[config.mk]
export PLATFORM = sky130hd
export DESIGN_NAME = srb_port
export DESIGN_NICKNAME = d
export VERILOG_FILES = /design/src/srb_fifo.v /design/src/srb_port.v
export VERILOG_INCLUDE_DIRS = /design/src
export SDC_FILE = /design/constraint.sdc
export NUM_CORES = 1
export LEC_CHECK = 0
export BUFFER_PORTS_ARGS = -buffer_cell sky130_fd_sc_hd__buf_2
export CAP_MARGIN = 20
export CORE_MARGIN = 1
export CORE_UTILIZATION = 60
export DETAILED_ROUTE_END_ITERATION = 10
export PLACE_DENSITY = 0.76
export REMOVE_ABC_BUFFERS = 1
export SETUP_SLACK_MARGIN = 0.15
export SLEW_MARGIN = 20
export SYNTH_ARGS = -nofsm -noshare
export SYNTH_HDL_FRONTEND = slang
export SYNTH_SLANG_ARGS = --single-unit
export TNS_END_PERCENT = 20
[constraint.sdc]
create_clock -name clock -period 8.6 [get_ports clock]
set_clock_uncertainty 0.1 [all_clocks]
set_input_delay 1.72 -clock clock [delete_from_list [all_inputs] [get_ports clock]]
set_output_delay 1.72 -clock clock [all_outputs]
set_load 0.01 [all_outputs]
[src/srb_map.vh]
// Purpose: Shared constants for the two-word burst separate-I/O SRAM port.
// Assumes: One configured width of 18 bits, split into two 9-bit byte lanes.
// Notes: Depths are kept small so the array can live in flip-flops.
`ifndef SRB_MAP_VH
`define SRB_MAP_VH

`define SRB_WORD_W 18
`define SRB_BYTE_W 9
`define SRB_BYTES 2
`define SRB_ADDR_W 4
`define SRB_ARRAY_WORDS 32
`define SRB_FIFO_DEPTH 8
`define SRB_FIFO_AW 3
`define SRB_FIFO_COUNT_W 4
// Highest FIFO count at which a write still finds room for both of its words.
`define SRB_FIFO_ROOM 4'h6

// Half-cycle events of the selected output or input clock pair counted after a read address is taken.
`define SRB_EVT_W 3
`define SRB_EVT_FIRST_DLL_OFF 3'h2
`define SRB_EVT_FIRST_DLL_ON 3'h3

// Clock figures for the system clock and the link clock seen in the bench.
`define SRB_CLOCK_PERIOD_NS 100
`define SRB_LINK_PERIOD_NS 800
`define SRB_LINK_HALF_CYCLES (`SRB_LINK_PERIOD_NS / (2 * `SRB_CLOCK_PERIOD_NS))

`endif

[src/srb_fifo.v]
// Purpose: Small synchronous FIFO with valid and ready on both sides.
// Assumes: One clock, active-low synchronous-release reset from the parent.
// Notes: Count output lets the source reserve room for a whole burst.
`timescale 1ns/1ns
`default_nettype none

module srb_fifo #(
  parameter WIDTH = 25,
  parameter DEPTH = 8,
  parameter AW = 3,
  parameter CW = 4
) (
  input wire clock,
  input wire rst_n,
  input wire in_valid,
  output wire in_ready,
  input wire [WIDTH-1:0] in_data,
  output wire out_valid,
  input wire out_ready,
  output wire [WIDTH-1:0] out_data,
  output wire [CW-1:0] count
);

  reg [WIDTH-1:0] store_reg [0:DEPTH-1];
  reg [AW-1:0] wr_ptr_reg;
  reg [AW-1:0] rd_ptr_reg;
  reg [CW-1:0] count_reg;
  wire push;
  wire pop;

  assign in_ready = (count_reg != DEPTH[CW-1:0]);
  assign out_valid = (count_reg != {CW{1'b0}});
  assign push = in_valid & in_ready;
  assign pop = out_valid & out_ready;
  assign out_data = store_reg[rd_ptr_reg];
  assign count = count_reg;

  always @(posedge clock)
  begin
    if (push)
    begin
      store_reg[wr_ptr_reg] <= in_data;
    end
  end

  always @(posedge clock or negedge rst_n)
  begin
    if (!rst_n)
    begin
      wr_ptr_reg <= {AW{1'b0}};
      rd_ptr_reg <= {AW{1'b0}};
      count_reg <= {CW{1'b0}};
    end
    else
    begin
      if (push)
      begin
        wr_ptr_reg <= wr_ptr_reg + {{(AW-1){1'b0}}, 1'b1};
      end
      if (pop)
      begin
        rd_ptr_reg <= rd_ptr_reg + {{(AW-1){1'b0}}, 1'b1};
      end
      if (push && !pop)
      begin
        count_reg <= count_reg + {{(CW-1){1'b0}}, 1'b1};
      end
      else if (pop && !push)
      begin
        count_reg <= count_reg - {{(CW-1){1'b0}}, 1'b1};
      end
    end
  end

endmodule // srb_fifo

`default_nettype wire

[src/srb_port.v]
// Purpose: Separate-I/O double data rate SRAM port with two-word bursts, modelled on a system clock.
// Assumes: The link clocks are slow against clock (eight system cycles per link period) and are
// sampled through two flip-flops; the host keeps its own ordering and mode obligations.
// Notes: Only rising link-clock edges act; the array itself is never reset.
// Functional notes
// RULE1 - Read and write addresses taken on alternating rises.
// RULE2 - Write words taken on true and complement rises.
// RULE3 - Read data on output pair, else input pair.
// RULE4 - Each address holds two words, burst in order.
// RULE5 - DLL on: read data after 1.5 cycles.
// RULE6 - DLL off: read data after 1 cycle.
// RULE7 - Separate read and write data, shared address.
// RULE8 - Inputs sampled only at input clock rises.
// RULE9 - Outputs leave registers on the output clock edges.
// RULE10 - Writes complete internally, no extra strobes.
// RULE11 - Echo clocks aligned with read data.
// RULE12 - Only rising edges of each clock act.
// RULE13 - Host starts bursts with load and direction.
// RULE14 - Lane selects per word keep unselected lanes.
// RULE15 - Host fixes DLL mode before accesses.
`timescale 1ns/1ns
`default_nettype none
`include "srb_map.vh"

module srb_port (
  input wire clock,
  input wire resetn,
  input wire k_clk,
  input wire k_clk_n,
  input wire out_clk,
  input wire out_clk_n,
  input wire out_clk_used,
  input wire load_strobe_n,
  input wire read_write_select,
  input wire dll_disable,
  input wire [`SRB_ADDR_W-1:0] address,
  input wire [`SRB_WORD_W-1:0] write_data,
  input wire [`SRB_BYTES-1:0] byte_write_select_n,
  output wire [`SRB_WORD_W-1:0] read_data,
  output wire read_valid,
  output wire returned_strobe,
  output wire returned_strobe_n,
  output wire write_refused
);

  localparam AW = `SRB_ADDR_W;
  localparam WW = `SRB_WORD_W;
  localparam BN = `SRB_BYTES;
  localparam BW = `SRB_BYTE_W;
  localparam SW = 8 + AW + WW + BN;
  localparam FW = AW + 1 + WW + BN;
  localparam CW = `SRB_FIFO_COUNT_W;
  localparam EW = `SRB_EVT_W;
  localparam [CW-1:0] ROOM_LIMIT = `SRB_FIFO_ROOM;

  localparam [2:0] ST_IDLE = 3'h0;
  localparam [2:0] ST_FETCH0 = 3'h1;
  localparam [2:0] ST_FETCH1 = 3'h2;
  localparam [2:0] ST_FETCH2 = 3'h3;
  localparam [2:0] ST_SEND = 3'h4;

  reg rst_meta_reg;
  reg rst_sync_reg;
  wire rst_n;

  reg [SW-1:0] pin_meta_reg;
  reg [SW-1:0] pin_sync_reg;
  reg [3:0] clk_prev_reg;
  wire [SW-1:0] pins;

  wire s_k;
  wire s_kn;
  wire s_c;
  wire s_cn;
  wire s_cused;
  wire s_load_n;
  wire s_rw;
  wire s_dll;
  wire [AW-1:0] s_addr;
  wire [WW-1:0] s_wdata;
  wire [BN-1:0] s_lane_sel_n;
  wire k_rise;
  wire kn_rise;
  wire ot_rise;
  wire oc_rise;
  wire out_event;

  reg prev_read_reg;
  reg prev_write_reg;
  reg wr_pend_reg;
  reg [AW-1:0] wr_addr_reg;
  reg refused_reg;

  reg [2:0] rd_state_reg;
  reg [AW-1:0] rd_addr_reg;
  reg rd_dll_off_reg;
  reg [EW-1:0] ev_cnt_reg;
  reg [WW-1:0] word0_reg;
  reg [WW-1:0] word1_reg;
  reg [WW-1:0] rdata_reg;
  reg rvalid_reg;
  reg last_word_reg;
  reg echo_reg;
  reg echo_n_reg;

  reg [WW-1:0] array_reg [0:`SRB_ARRAY_WORDS-1];
  reg [WW-1:0] array_q_reg;

  wire take_cmd;
  wire take_read;
  wire write_cmd;
  wire take_write;
  wire push_word1;
  wire fifo_in_valid;
  wire fifo_in_ready;
  wire [FW-1:0] fifo_in_data;
  wire fifo_out_valid;
  wire fifo_out_ready;
  wire [FW-1:0] fifo_out_data;
  wire [CW-1:0] fifo_count;
  wire fetch_busy;
  wire [AW:0] fetch_index;
  wire [AW:0] drain_index;
  wire [WW-1:0] drain_data;
  wire [BN-1:0] drain_lane_sel_n;
  wire drain_write;
  wire [EW-1:0] ev_next;
  wire [EW-1:0] first_evt;
  wire [EW-1:0] second_evt;

  // Reset is released through two flip-flops; everything below uses the released copy.
  always @(posedge clock or negedge resetn)
  begin
    if (!resetn)
    begin
      rst_meta_reg <= 1'b0;
      rst_sync_reg <= 1'b0;
    end
    else
    begin
      rst_meta_reg <= 1'b1;
      rst_sync_reg <= rst_meta_reg;
    end
  end
  assign rst_n = rst_sync_reg;

  assign pins = {k_clk, k_clk_n, out_clk, out_clk_n, out_clk_used, load_strobe_n, read_write_select,
                 dll_disable, address, write_data, byte_write_select_n};

  always @(posedge clock or negedge rst_n)
  begin
    if (!rst_n)
    begin
      pin_meta_reg <= {SW{1'b0}};
      pin_sync_reg <= {SW{1'b0}};
      clk_prev_reg <= 4'h0;
    end
    else
    begin
      pin_meta_reg <= pins;
      pin_sync_reg <= pin_meta_reg;
      clk_prev_reg <= pin_sync_reg[SW-1:SW-4];
    end
  end

  assign s_k = pin_sync_reg[SW-1];
  assign s_kn = pin_sync_reg[SW-2];
  assign s_c = pin_sync_reg[SW-3];
  assign s_cn = pin_sync_reg[SW-4];
  assign s_cused = pin_sync_reg[SW-5];
  assign s_load_n = pin_sync_reg[SW-6];
  assign s_rw = pin_sync_reg[SW-7];
  assign s_dll = pin_sync_reg[SW-8];
  assign s_addr = pin_sync_reg[AW+WW+BN-1:WW+BN];
  assign s_wdata = pin_sync_reg[WW+BN-1:BN];
  assign s_lane_sel_n = pin_sync_reg[BN-1:0];

  // Falling edges are never detected, so nothing in the port acts on them.
  assign k_rise = s_k & ~clk_prev_reg[3]; // [RULE12] [RULE8]
  assign kn_rise = s_kn & ~clk_prev_reg[2]; // [RULE12] [RULE8]
  assign ot_rise = s_cused ? (s_c & ~clk_prev_reg[1]) : k_rise; // [RULE3] [RULE12]
  assign oc_rise = s_cused ? (s_cn & ~clk_prev_reg[0]) : kn_rise; // [RULE3] [RULE12]
  assign out_event = ot_rise | oc_rise;

  // A command is a low load strobe at a true-clock rise; the select picks the direction.
  assign take_cmd = k_rise & ~s_load_n; // [RULE13]
  // A command of the same direction as the one taken on the previous rise is ignored.
  assign take_read = take_cmd & s_rw & ~prev_read_reg; // [RULE1]
  assign write_cmd = take_cmd & ~s_rw & ~prev_write_reg; // [RULE1]
  // Room for both words is reserved up front so the second word can never be lost.
  assign take_write = write_cmd & (fifo_count <= ROOM_LIMIT);
  assign push_word1 = kn_rise & wr_pend_reg; // [RULE2]

  assign fifo_in_valid = (take_write | push_word1) & fifo_in_ready;
  assign fifo_in_data = push_word1 ? {wr_addr_reg, 1'b1, s_wdata, s_lane_sel_n} :
                        {s_addr, 1'b0, s_wdata, s_lane_sel_n}; // [RULE2] [RULE4] [RULE14]

  always @(posedge clock or negedge rst_n)
  begin
    if (!rst_n)
    begin
      prev_read_reg <= 1'b0;
      prev_write_reg <= 1'b0;
      wr_pend_reg <= 1'b0;
      wr_addr_reg <= {AW{1'b0}};
      refused_reg <= 1'b0;
    end
    else
    begin
      refused_reg <= write_cmd & ~take_write;
      if (k_rise)
      begin
        prev_read_reg <= take_read; // [RULE1]
        prev_write_reg <= take_write; // [RULE1]
      end
      if (take_write)
      begin
        wr_pend_reg <= 1'b1;
        wr_addr_reg <= s_addr;
      end
      else if (push_word1)
      begin
        wr_pend_reg <= 1'b0;
      end
    end
  end

  srb_fifo #(
    .WIDTH(FW),
    .DEPTH(`SRB_FIFO_DEPTH),
    .AW(`SRB_FIFO_AW),
    .CW(CW)
  ) u_write_fifo (
    .clock(clock),
    .rst_n(rst_n),
    .in_valid(fifo_in_valid),
    .in_ready(fifo_in_ready),
    .in_data(fifo_in_data),
    .out_valid(fifo_out_valid),
    .out_ready(fifo_out_ready),
    .out_data(fifo_out_data),
    .count(fifo_count)
  );

  // The array has one port; read fetches win and stall the write drain.
  assign fetch_busy = (rd_state_reg == ST_FETCH0) || (rd_state_reg == ST_FETCH1);
  assign fifo_out_ready = ~fetch_busy;
  assign drain_write = fifo_out_valid & ~fetch_busy; // [RULE10]
  assign drain_index = fifo_out_data[FW-1:WW+BN];
  assign drain_data = fifo_out_data[WW+BN-1:BN];
  assign drain_lane_sel_n = fifo_out_data[BN-1:0];
  assign fetch_index = {rd_addr_reg, (rd_state_reg == ST_FETCH1)}; // [RULE4]

  integer lane;
  always @(posedge clock)
  begin
    if (fetch_busy)
    begin
      array_q_reg <= array_reg[fetch_index];
    end
    else if (drain_write)
    begin
      for (lane = 0; lane < BN; lane = lane + 1)
      begin
        if (!drain_lane_sel_n[lane])
        begin
          array_reg[drain_index][lane*BW +: BW] <= drain_data[lane*BW +: BW]; // [RULE14] [RULE10]
        end
      end
    end
  end

  // The mode is caught with each read; the bench sets it at least eight cycles before each read.
  assign first_evt = rd_dll_off_reg ? `SRB_EVT_FIRST_DLL_OFF : `SRB_EVT_FIRST_DLL_ON; // [RULE5] [RULE6] [RULE15]
  assign second_evt = first_evt + {{(EW-1){1'b0}}, 1'b1};
  assign ev_next = ev_cnt_reg + {{(EW-1){1'b0}}, 1'b1};

  always @(posedge clock or negedge rst_n)
  begin
    if (!rst_n)
    begin
      rd_state_reg <= ST_IDLE;
      rd_addr_reg <= {AW{1'b0}};
      rd_dll_off_reg <= 1'b0;
      ev_cnt_reg <= {EW{1'b0}};
      word0_reg <= {WW{1'b0}};
      word1_reg <= {WW{1'b0}};
    end
    else if (take_read)
    begin
      rd_state_reg <= ST_FETCH0;
      rd_addr_reg <= s_addr; // [RULE7]
      rd_dll_off_reg <= s_dll; // [RULE15]
      ev_cnt_reg <= {EW{1'b0}};
    end
    else
    begin
      if (out_event && rd_state_reg != ST_IDLE)
      begin
        ev_cnt_reg <= ev_next;
      end
      case (rd_state_reg)
        ST_FETCH0:
        begin
          rd_state_reg <= ST_FETCH1;
        end
        ST_FETCH1:
        begin
          word0_reg <= array_q_reg;
          rd_state_reg <= ST_FETCH2;
        end
        ST_FETCH2:
        begin
          word1_reg <= array_q_reg;
          rd_state_reg <= ST_SEND;
        end
        ST_SEND:
        begin
          if (out_event && ev_next == second_evt)
          begin
            rd_state_reg <= ST_IDLE;
          end
        end
        default:
        begin
          rd_state_reg <= ST_IDLE;
        end
      endcase
    end
  end

  // Data and echo levels change on the same system edge, which keeps them aligned.
  always @(posedge clock or negedge rst_n)
  begin
    if (!rst_n)
    begin
      rdata_reg <= {WW{1'b0}};
      rvalid_reg <= 1'b0;
      last_word_reg <= 1'b0;
      echo_reg <= 1'b0;
      echo_n_reg <= 1'b0;
    end
    else
    begin
      echo_reg <= s_cused ? s_c : s_k; // [RULE11] [RULE3]
      echo_n_reg <= s_cused ? s_cn : s_kn; // [RULE11] [RULE3]
      if (out_event && rd_state_reg == ST_SEND && !take_read && ev_next == first_evt)
      begin
        rdata_reg <= word0_reg; // [RULE9] [RULE5] [RULE6] [RULE4]
        rvalid_reg <= 1'b1;
        last_word_reg <= 1'b0;
      end
      else if (out_event && rd_state_reg == ST_SEND && !take_read && ev_next == second_evt)
      begin
        rdata_reg <= word1_reg; // [RULE9] [RULE4]
        rvalid_reg <= 1'b1;
        last_word_reg <= 1'b1;
      end
      else if (out_event && last_word_reg)
      begin
        rvalid_reg <= 1'b0;
        last_word_reg <= 1'b0;
      end
    end
  end

  assign read_data = rdata_reg; // [RULE7]
  assign read_valid = rvalid_reg;
  assign returned_strobe = echo_reg;
  assign returned_strobe_n = echo_n_reg;
  assign write_refused = refused_reg;

endmodule // srb_port

`default_nettype wire

==> results of run 1 <==
## cell type report
| cell class | instances | area, um2 | area share [%] |
|---|---|---|---|
| sequential | 951 | 27800 | 68.9 |
| clock inverter | 62 | 782 | 1.94 |
| tap | 773 | 967 | 2.40 |
| clock buffer | 107 | 2370 | 5.88 |
| inverter | 5 | 18.8 | 0.0465 |
| multi-input combinational | 1054 | 7870 | 19.5 |
| timing repair buffer | 85 | 533 | 1.32 |
## stage by stage
| step | cell area, um2 | hold WS [ns] |
|---|---|---|
| 2_1_floorplan | 35600 | 0.231 |
| 3_3_place_gp | 37100 | 0.192 |
| 3_5_place_dp | 37100 | 0.201 |
| 4_1_cts | 40300 | 0.205 |
| 5_1_grt | 40300 | 0.243 |
| 6_report | 40300 | 0.181 |
## power by group through the flow
stage | Sequential (mW) | Combinational [mW] | Clock, mW
after floorplan | 6.60 | 2.29 | 0
after global placement | 6.64 | 3.53 | 0
after detailed placement | 6.67 | 3.60 | 0
after CTS | 6.59 | 3.64 | 4.21
after global routing | 6.63 | 3.90 | 4.38
final | 6.58 | 3.72 | 4.18
## how the worst min path moves through the flow
stage                          from         endpoint  slack [ns]  cells past startpoint
finish                        rst_n     read_data[1]        0.18                      0
global route                  rst_n    read_data[13]        0.24                      0
CTS                           rst_n     read_data[1]        0.21                      0
detailed placement            rst_n    read_data[13]        0.20                      0
global placement              rst_n     read_data[1]        0.19                      0
floorplan           pin_meta_reg[0]  pin_sync_reg[0]        0.23                      0
## placed cells by master (no fill, tap or decap), drive strengths merged, types with 15 or more instances in the layout
| master | count |
|---|---|
| a221oi | 25 |
| nand4 | 29 |
| mux2i | 29 |
| a31oi | 38 |
| mux4 | 93 |
| clkinv | 35 |
| buf | 85 |
| nand2 | 329 |
| a21oi | 31 |
| a22o | 18 |
| nor2 | 91 |
| o21ai | 16 |
| bufinv | 15 |
| clkbuf | 107 |
| dfrtp | 157 |
| a21o | 21 |
| edfxtp | 794 |
| mux2 | 90 |
| nand3 | 110 |
## kinds of logic after synthesis
logic type / share of synthesized area (%)
muxes: 9.50
other: 0.0104
and+or+nand+nor: 7.19
adders and majority gates: 0.263
xor gates and xnor gates: 0.315
DFF: 76.9
AOI/OAI and AO/OA: 4.38
buffers and inverters: 1.49
## metal layers
layer  track usage [%]  routed length [um]  vias to the layer above
met3              6.26                8730                      260
met1              37.6               30900                     9919
met5                 0                   0                        -
met4              12.9                4020                        0
li1                  -                   -                     8330
met2              45.1               40500                     1285
==> results.cfg, run 1 <==
[status]
status = complete, no violations

[floorplanning]
core_area_um2 = 59200
die_x_um = 247
die_area_um2 = 61200
rows = 89
die_h_um = 247
io_pins = 56
start_util_pct = 61.0

[clock_network]
cts-buffers-inserted = 90
clkTransAtPathRegs_ns = 0.07
cts-root-buf = clkbuf_16
tritoncts = built
htreeDepth = 3
post_cts_buffers = 0
clock_path_buffers = 3
cts_resized = 0
cts_sinks = 951
clock_latency_ns = 0.66
cts-hold-fix-buffers = 0

[yosys]
synth_area_um2 = 36100
yosysUniqueCellTypes = 59
async_reset_ff_share_pct = 16.5
avgSynthCellArea_um2 = 17.0
synth_edf_count = 794
yosys-top-cells-area = edfxtp_1 66%, dfrtp_1 11%, mux4_2 5.3%
yosysTopAreaCell = edfxtp_1
ys_seq_elements = 951
syn_inst = 2122
ys_warn_count = 0
synth_top_area_share_pct = 66.0
ys_seq_area_share_pct = 76.9
ys.flop_type = edfxtp_1
ys_top_cells_by_count = 794 x edfxtp_1, 329 x nand2_1, 157 x dfrtp_1
synth_most_common_cell = edfxtp_1

[critical_path]
rr_startpoint = u_write_fifo.rd_ptr_reg[0]
worstPathCellList = mux4_1 > mux2i_1 > nand2_1 > nor2_1
crit_slowest_cell = dfrtp_4
cpLargestDelayFamily = simple AND/OR/NAND/NOR gates
crit_path_start = u_write_fifo.rd_ptr_reg[0]
worst_path_largest_cell_delay_ns = 1.04
path_max_fanout = 52
path_depth = 4
ff2ff_path_depth = 4
rr_endpoint = array_reg[12][16]
rrSetupSlack_ns = 4.30
worstSetupStartpointType = flop
crit_buf_inv = 0
cp.arrival_ns = 4.48
cp.required_ns = 8.78
endpoint_kind = flop
crit_type = reg2reg
crit_end = array_reg[12][16]

[grt]
overflow = 0
grt_pass1_vias = 20200
antenna_found_initial = 1
grt_pass1_wl_um = 125000
grt_max_degree = 165
grt_usage_pct = 28.3

[pwr]
p_clk_share_pct = 28.9
design_power_total_mw = 14.5
p_int_mw = 9.72
p_leak_nw = 13.9
p_seq_share_pct = 45.4
switching_power_mw = 4.77
ir_drop_v = 0.000249
combPwrFrac_pct = 25.7
power.density_nw_per_um2 = 359
switching_share_pct = 32.9

[layout]
final_core_util_pct = 68.1
nFillCells = 3709
drive_above_1_share_pct = 19.3
diodes = 0
area_delta_synth_final_pct = 11.6
largest_reg_flops = 576
fin_nets = 2228
instances_no_fill = 3037

[detailed_routing]
routed_wirelength_um = 84100
drt_pass1_iterations = 9
wl_per_cell_um = 27.7
first_iter_violations = 2635
remaining_drc_errors = 0
viasPerCell = 6.52
num_vias = 19800
detail-route-antenna-nets = 0

[placed_design]
dp_cells = 2867
gp_congestion = 0.936
place_hpwl_um = 48500
pre_cts_slack_ns = 4.28
io_buffers = 55

[worst_hold_path]
hp-class = reg2async

[sta]
finalCritPeriodShare_pct = 50.0
relSlewSlack_pct = 30.5
worst_slack_ns = 4.30
hold_violations = 0
drv_slew = 0
setup_violations = 0
rsz0062_at_grt = no
tns_ns = 0
max_clock_freq_ghz = 0.233
worst_pin_slew_ns = 1.04
layout_min_cycle_time_ns = 4.30

[run]
max_cap_violations = 0
Note: power is estimated with default switching activity, not from simulation.
==> inputs of run 2 (changes only) <==
Clock period 8.6 ns to 4.5 ns, I/O delays scaled along.
==> results.cfg, run 2 (same netlist as run 1, synthesis figures left out) <==
[status]
status = complete, no violations

[floorplanning]
core_area_um2 = 59200
rows = 89
die_h_um = 247
start_util_pct = 61.0
die_area_um2 = 61200
io_pins = 56
die_x_um = 247

[layout]
area_delta_synth_final_pct = 11.7
nFillCells = 3711
final_core_util_pct = 68.1
final_cell_mix = 794 x edfxtp_1, 329 x nand2_1, 151 x dfrtp_1, 110 x nand3_1, 89 x clkbuf_16
largest_reg_flops = 576
final_common_cell = edfxtp_1
fin_nets = 2267
drive_above_1_share_pct = 20.2
diodes = 0

[sta]
layout_min_cycle_time_ns = 4.05
worst_pin_slew_ns = 1.03
rsz0062_at_grt = no
drv_slew = 0
whs_ns = 0.240
max_clock_freq_ghz = 0.247
finalCritPeriodShare_pct = 90.0
hold_violations = 0
setup_violations = 0
relSlewSlack_pct = 31.1

[clock_network]
post_cts_buffers = 0
cts_resized = 0
cts-hold-fix-buffers = 1
cts-buffers-inserted = 89
clock_path_buffers = 3
htreeDepth = 3
cts_sinks = 951
clock_latency_ns = 0.65
clkTransAtPathRegs_ns = 0.06
cts-root-buf = clkbuf_16
tritoncts = built

[grt]
grt_max_degree = 86
antenna_found_initial = 0
grt_pass1_vias = 19700
grt_usage_pct = 27.3
grt_pass1_wl_um = 122000
overflow = 0

[placed_design]
gp_congestion = 0.915
place_hpwl_um = 49200
io_buffers = 55

[critical_path]
worstSetupStartpointType = flop
endpoint_kind = flop
cp.arrival_ns = 4.23
path_max_fanout = 33
crit_slowest_cell = nor2_1
crit_type = reg2reg
worst_path_largest_cell_delay_ns = 0.86
cp.required_ns = 4.68
rr_endpoint = array_reg[24][16]
worstPathCellList = mux4_1 > mux2i_1 > nand3_1 > nor2_1
rr_startpoint = u_write_fifo.rd_ptr_reg[0]
rrSetupSlack_ns = 0.45
ff2ff_path_depth = 4

[detailed_routing]
remaining_drc_errors = 0
detail-route-antenna-nets = 0
num_vias = 19700
first_iter_violations = 2331
routed_wirelength_um = 81300
drt_pass1_iterations = 8
wl_per_cell_um = 26.5
viasPerCell = 6.40
top_layer = met4
met3_length_um = 6790
route.met2.wl_um = 40600
wl_met1_um = 31200

[run]
max_cap_violations = 0

[pwr]
power.density_nw_per_um2 = 667
ir_drop_v = 0.000512
design_power_total_mw = 26.9
p_leak_nw = 13.9

[worst_hold_path]
hold_depth = 0
hold_end = pin_sync_reg[4]
hp-class = reg2reg
hp-start = pin_meta_reg[4]
==> run 2: stage by stage <==
stage	worst slack, ns	cell area (um2)	TNS, ns	std cells
after global routing	0.309	40300	0	3073
after floorplan	-11.99	35600	-260.08	2010
final	0.450	40300	0	3073
after CTS	0.581	40300	0	3073
after global placement	0.707	37500	0	2907
after detailed placement	0.598	37500	0	2907
==> run 2: critical path: cells and delay by family, from the launching register on <==
kind	cells	cell delay [ns]
and+or+nand+nor	2	1.61
muxes	2	1.11
DFF	1	0.83
==> run 2: routing by layer <==
metal,global-route usage [%],up-vias
met5,0,-
met4,9.76,0
met3,4.54,170
met2,44.8,1029
met1,37.5,10000
li1,-,8438
==> run 2: power by group <==
group	switching, mW	leakage (nW)	total, mW	internal, mW
clock network	3.23	1.41	7.34	4.11
registers	0.672	9.05	12.5	11.9
logic	4.90	3.49	7.03	2.13
total	8.80	13.9	26.9	18.1
==> run 2: cell type report <==
type	instances	area (um2)	area share, %
Multi-Input combinational cell	1054	7870	19.5
Clock buffer	114	2370	5.87
Clock inverter	51	495	1.23
Timing Repair Buffer	125	841	2.08
Sequential cell	951	27800	68.9
Inverter	5	18.8	0.0465
Tap cell	773	967	2.40
==> run 2: how the worst max path moves through the flow <==
stage / cells past startpoint / startpoint / slack [ns] / to
5_1_grt: 4 / u_write_fifo.rd_ptr_reg[0] / 0.31 / array_reg[24][7]
2_1_floorplan: 5 / rd_state_reg[0] / -11.99 / array_q_reg[16]
4_1_cts: 4 / u_write_fifo.rd_ptr_reg[0] / 0.58 / array_reg[24][16]
3_5_place_dp: 4 / u_write_fifo.rd_ptr_reg[0] / 0.60 / array_reg[24][17]
6_report: 4 / u_write_fifo.rd_ptr_reg[0] / 0.45 / array_reg[24][16]
3_3_place_gp: 4 / u_write_fifo.rd_ptr_reg[0] / 0.71 / array_reg[24][17]
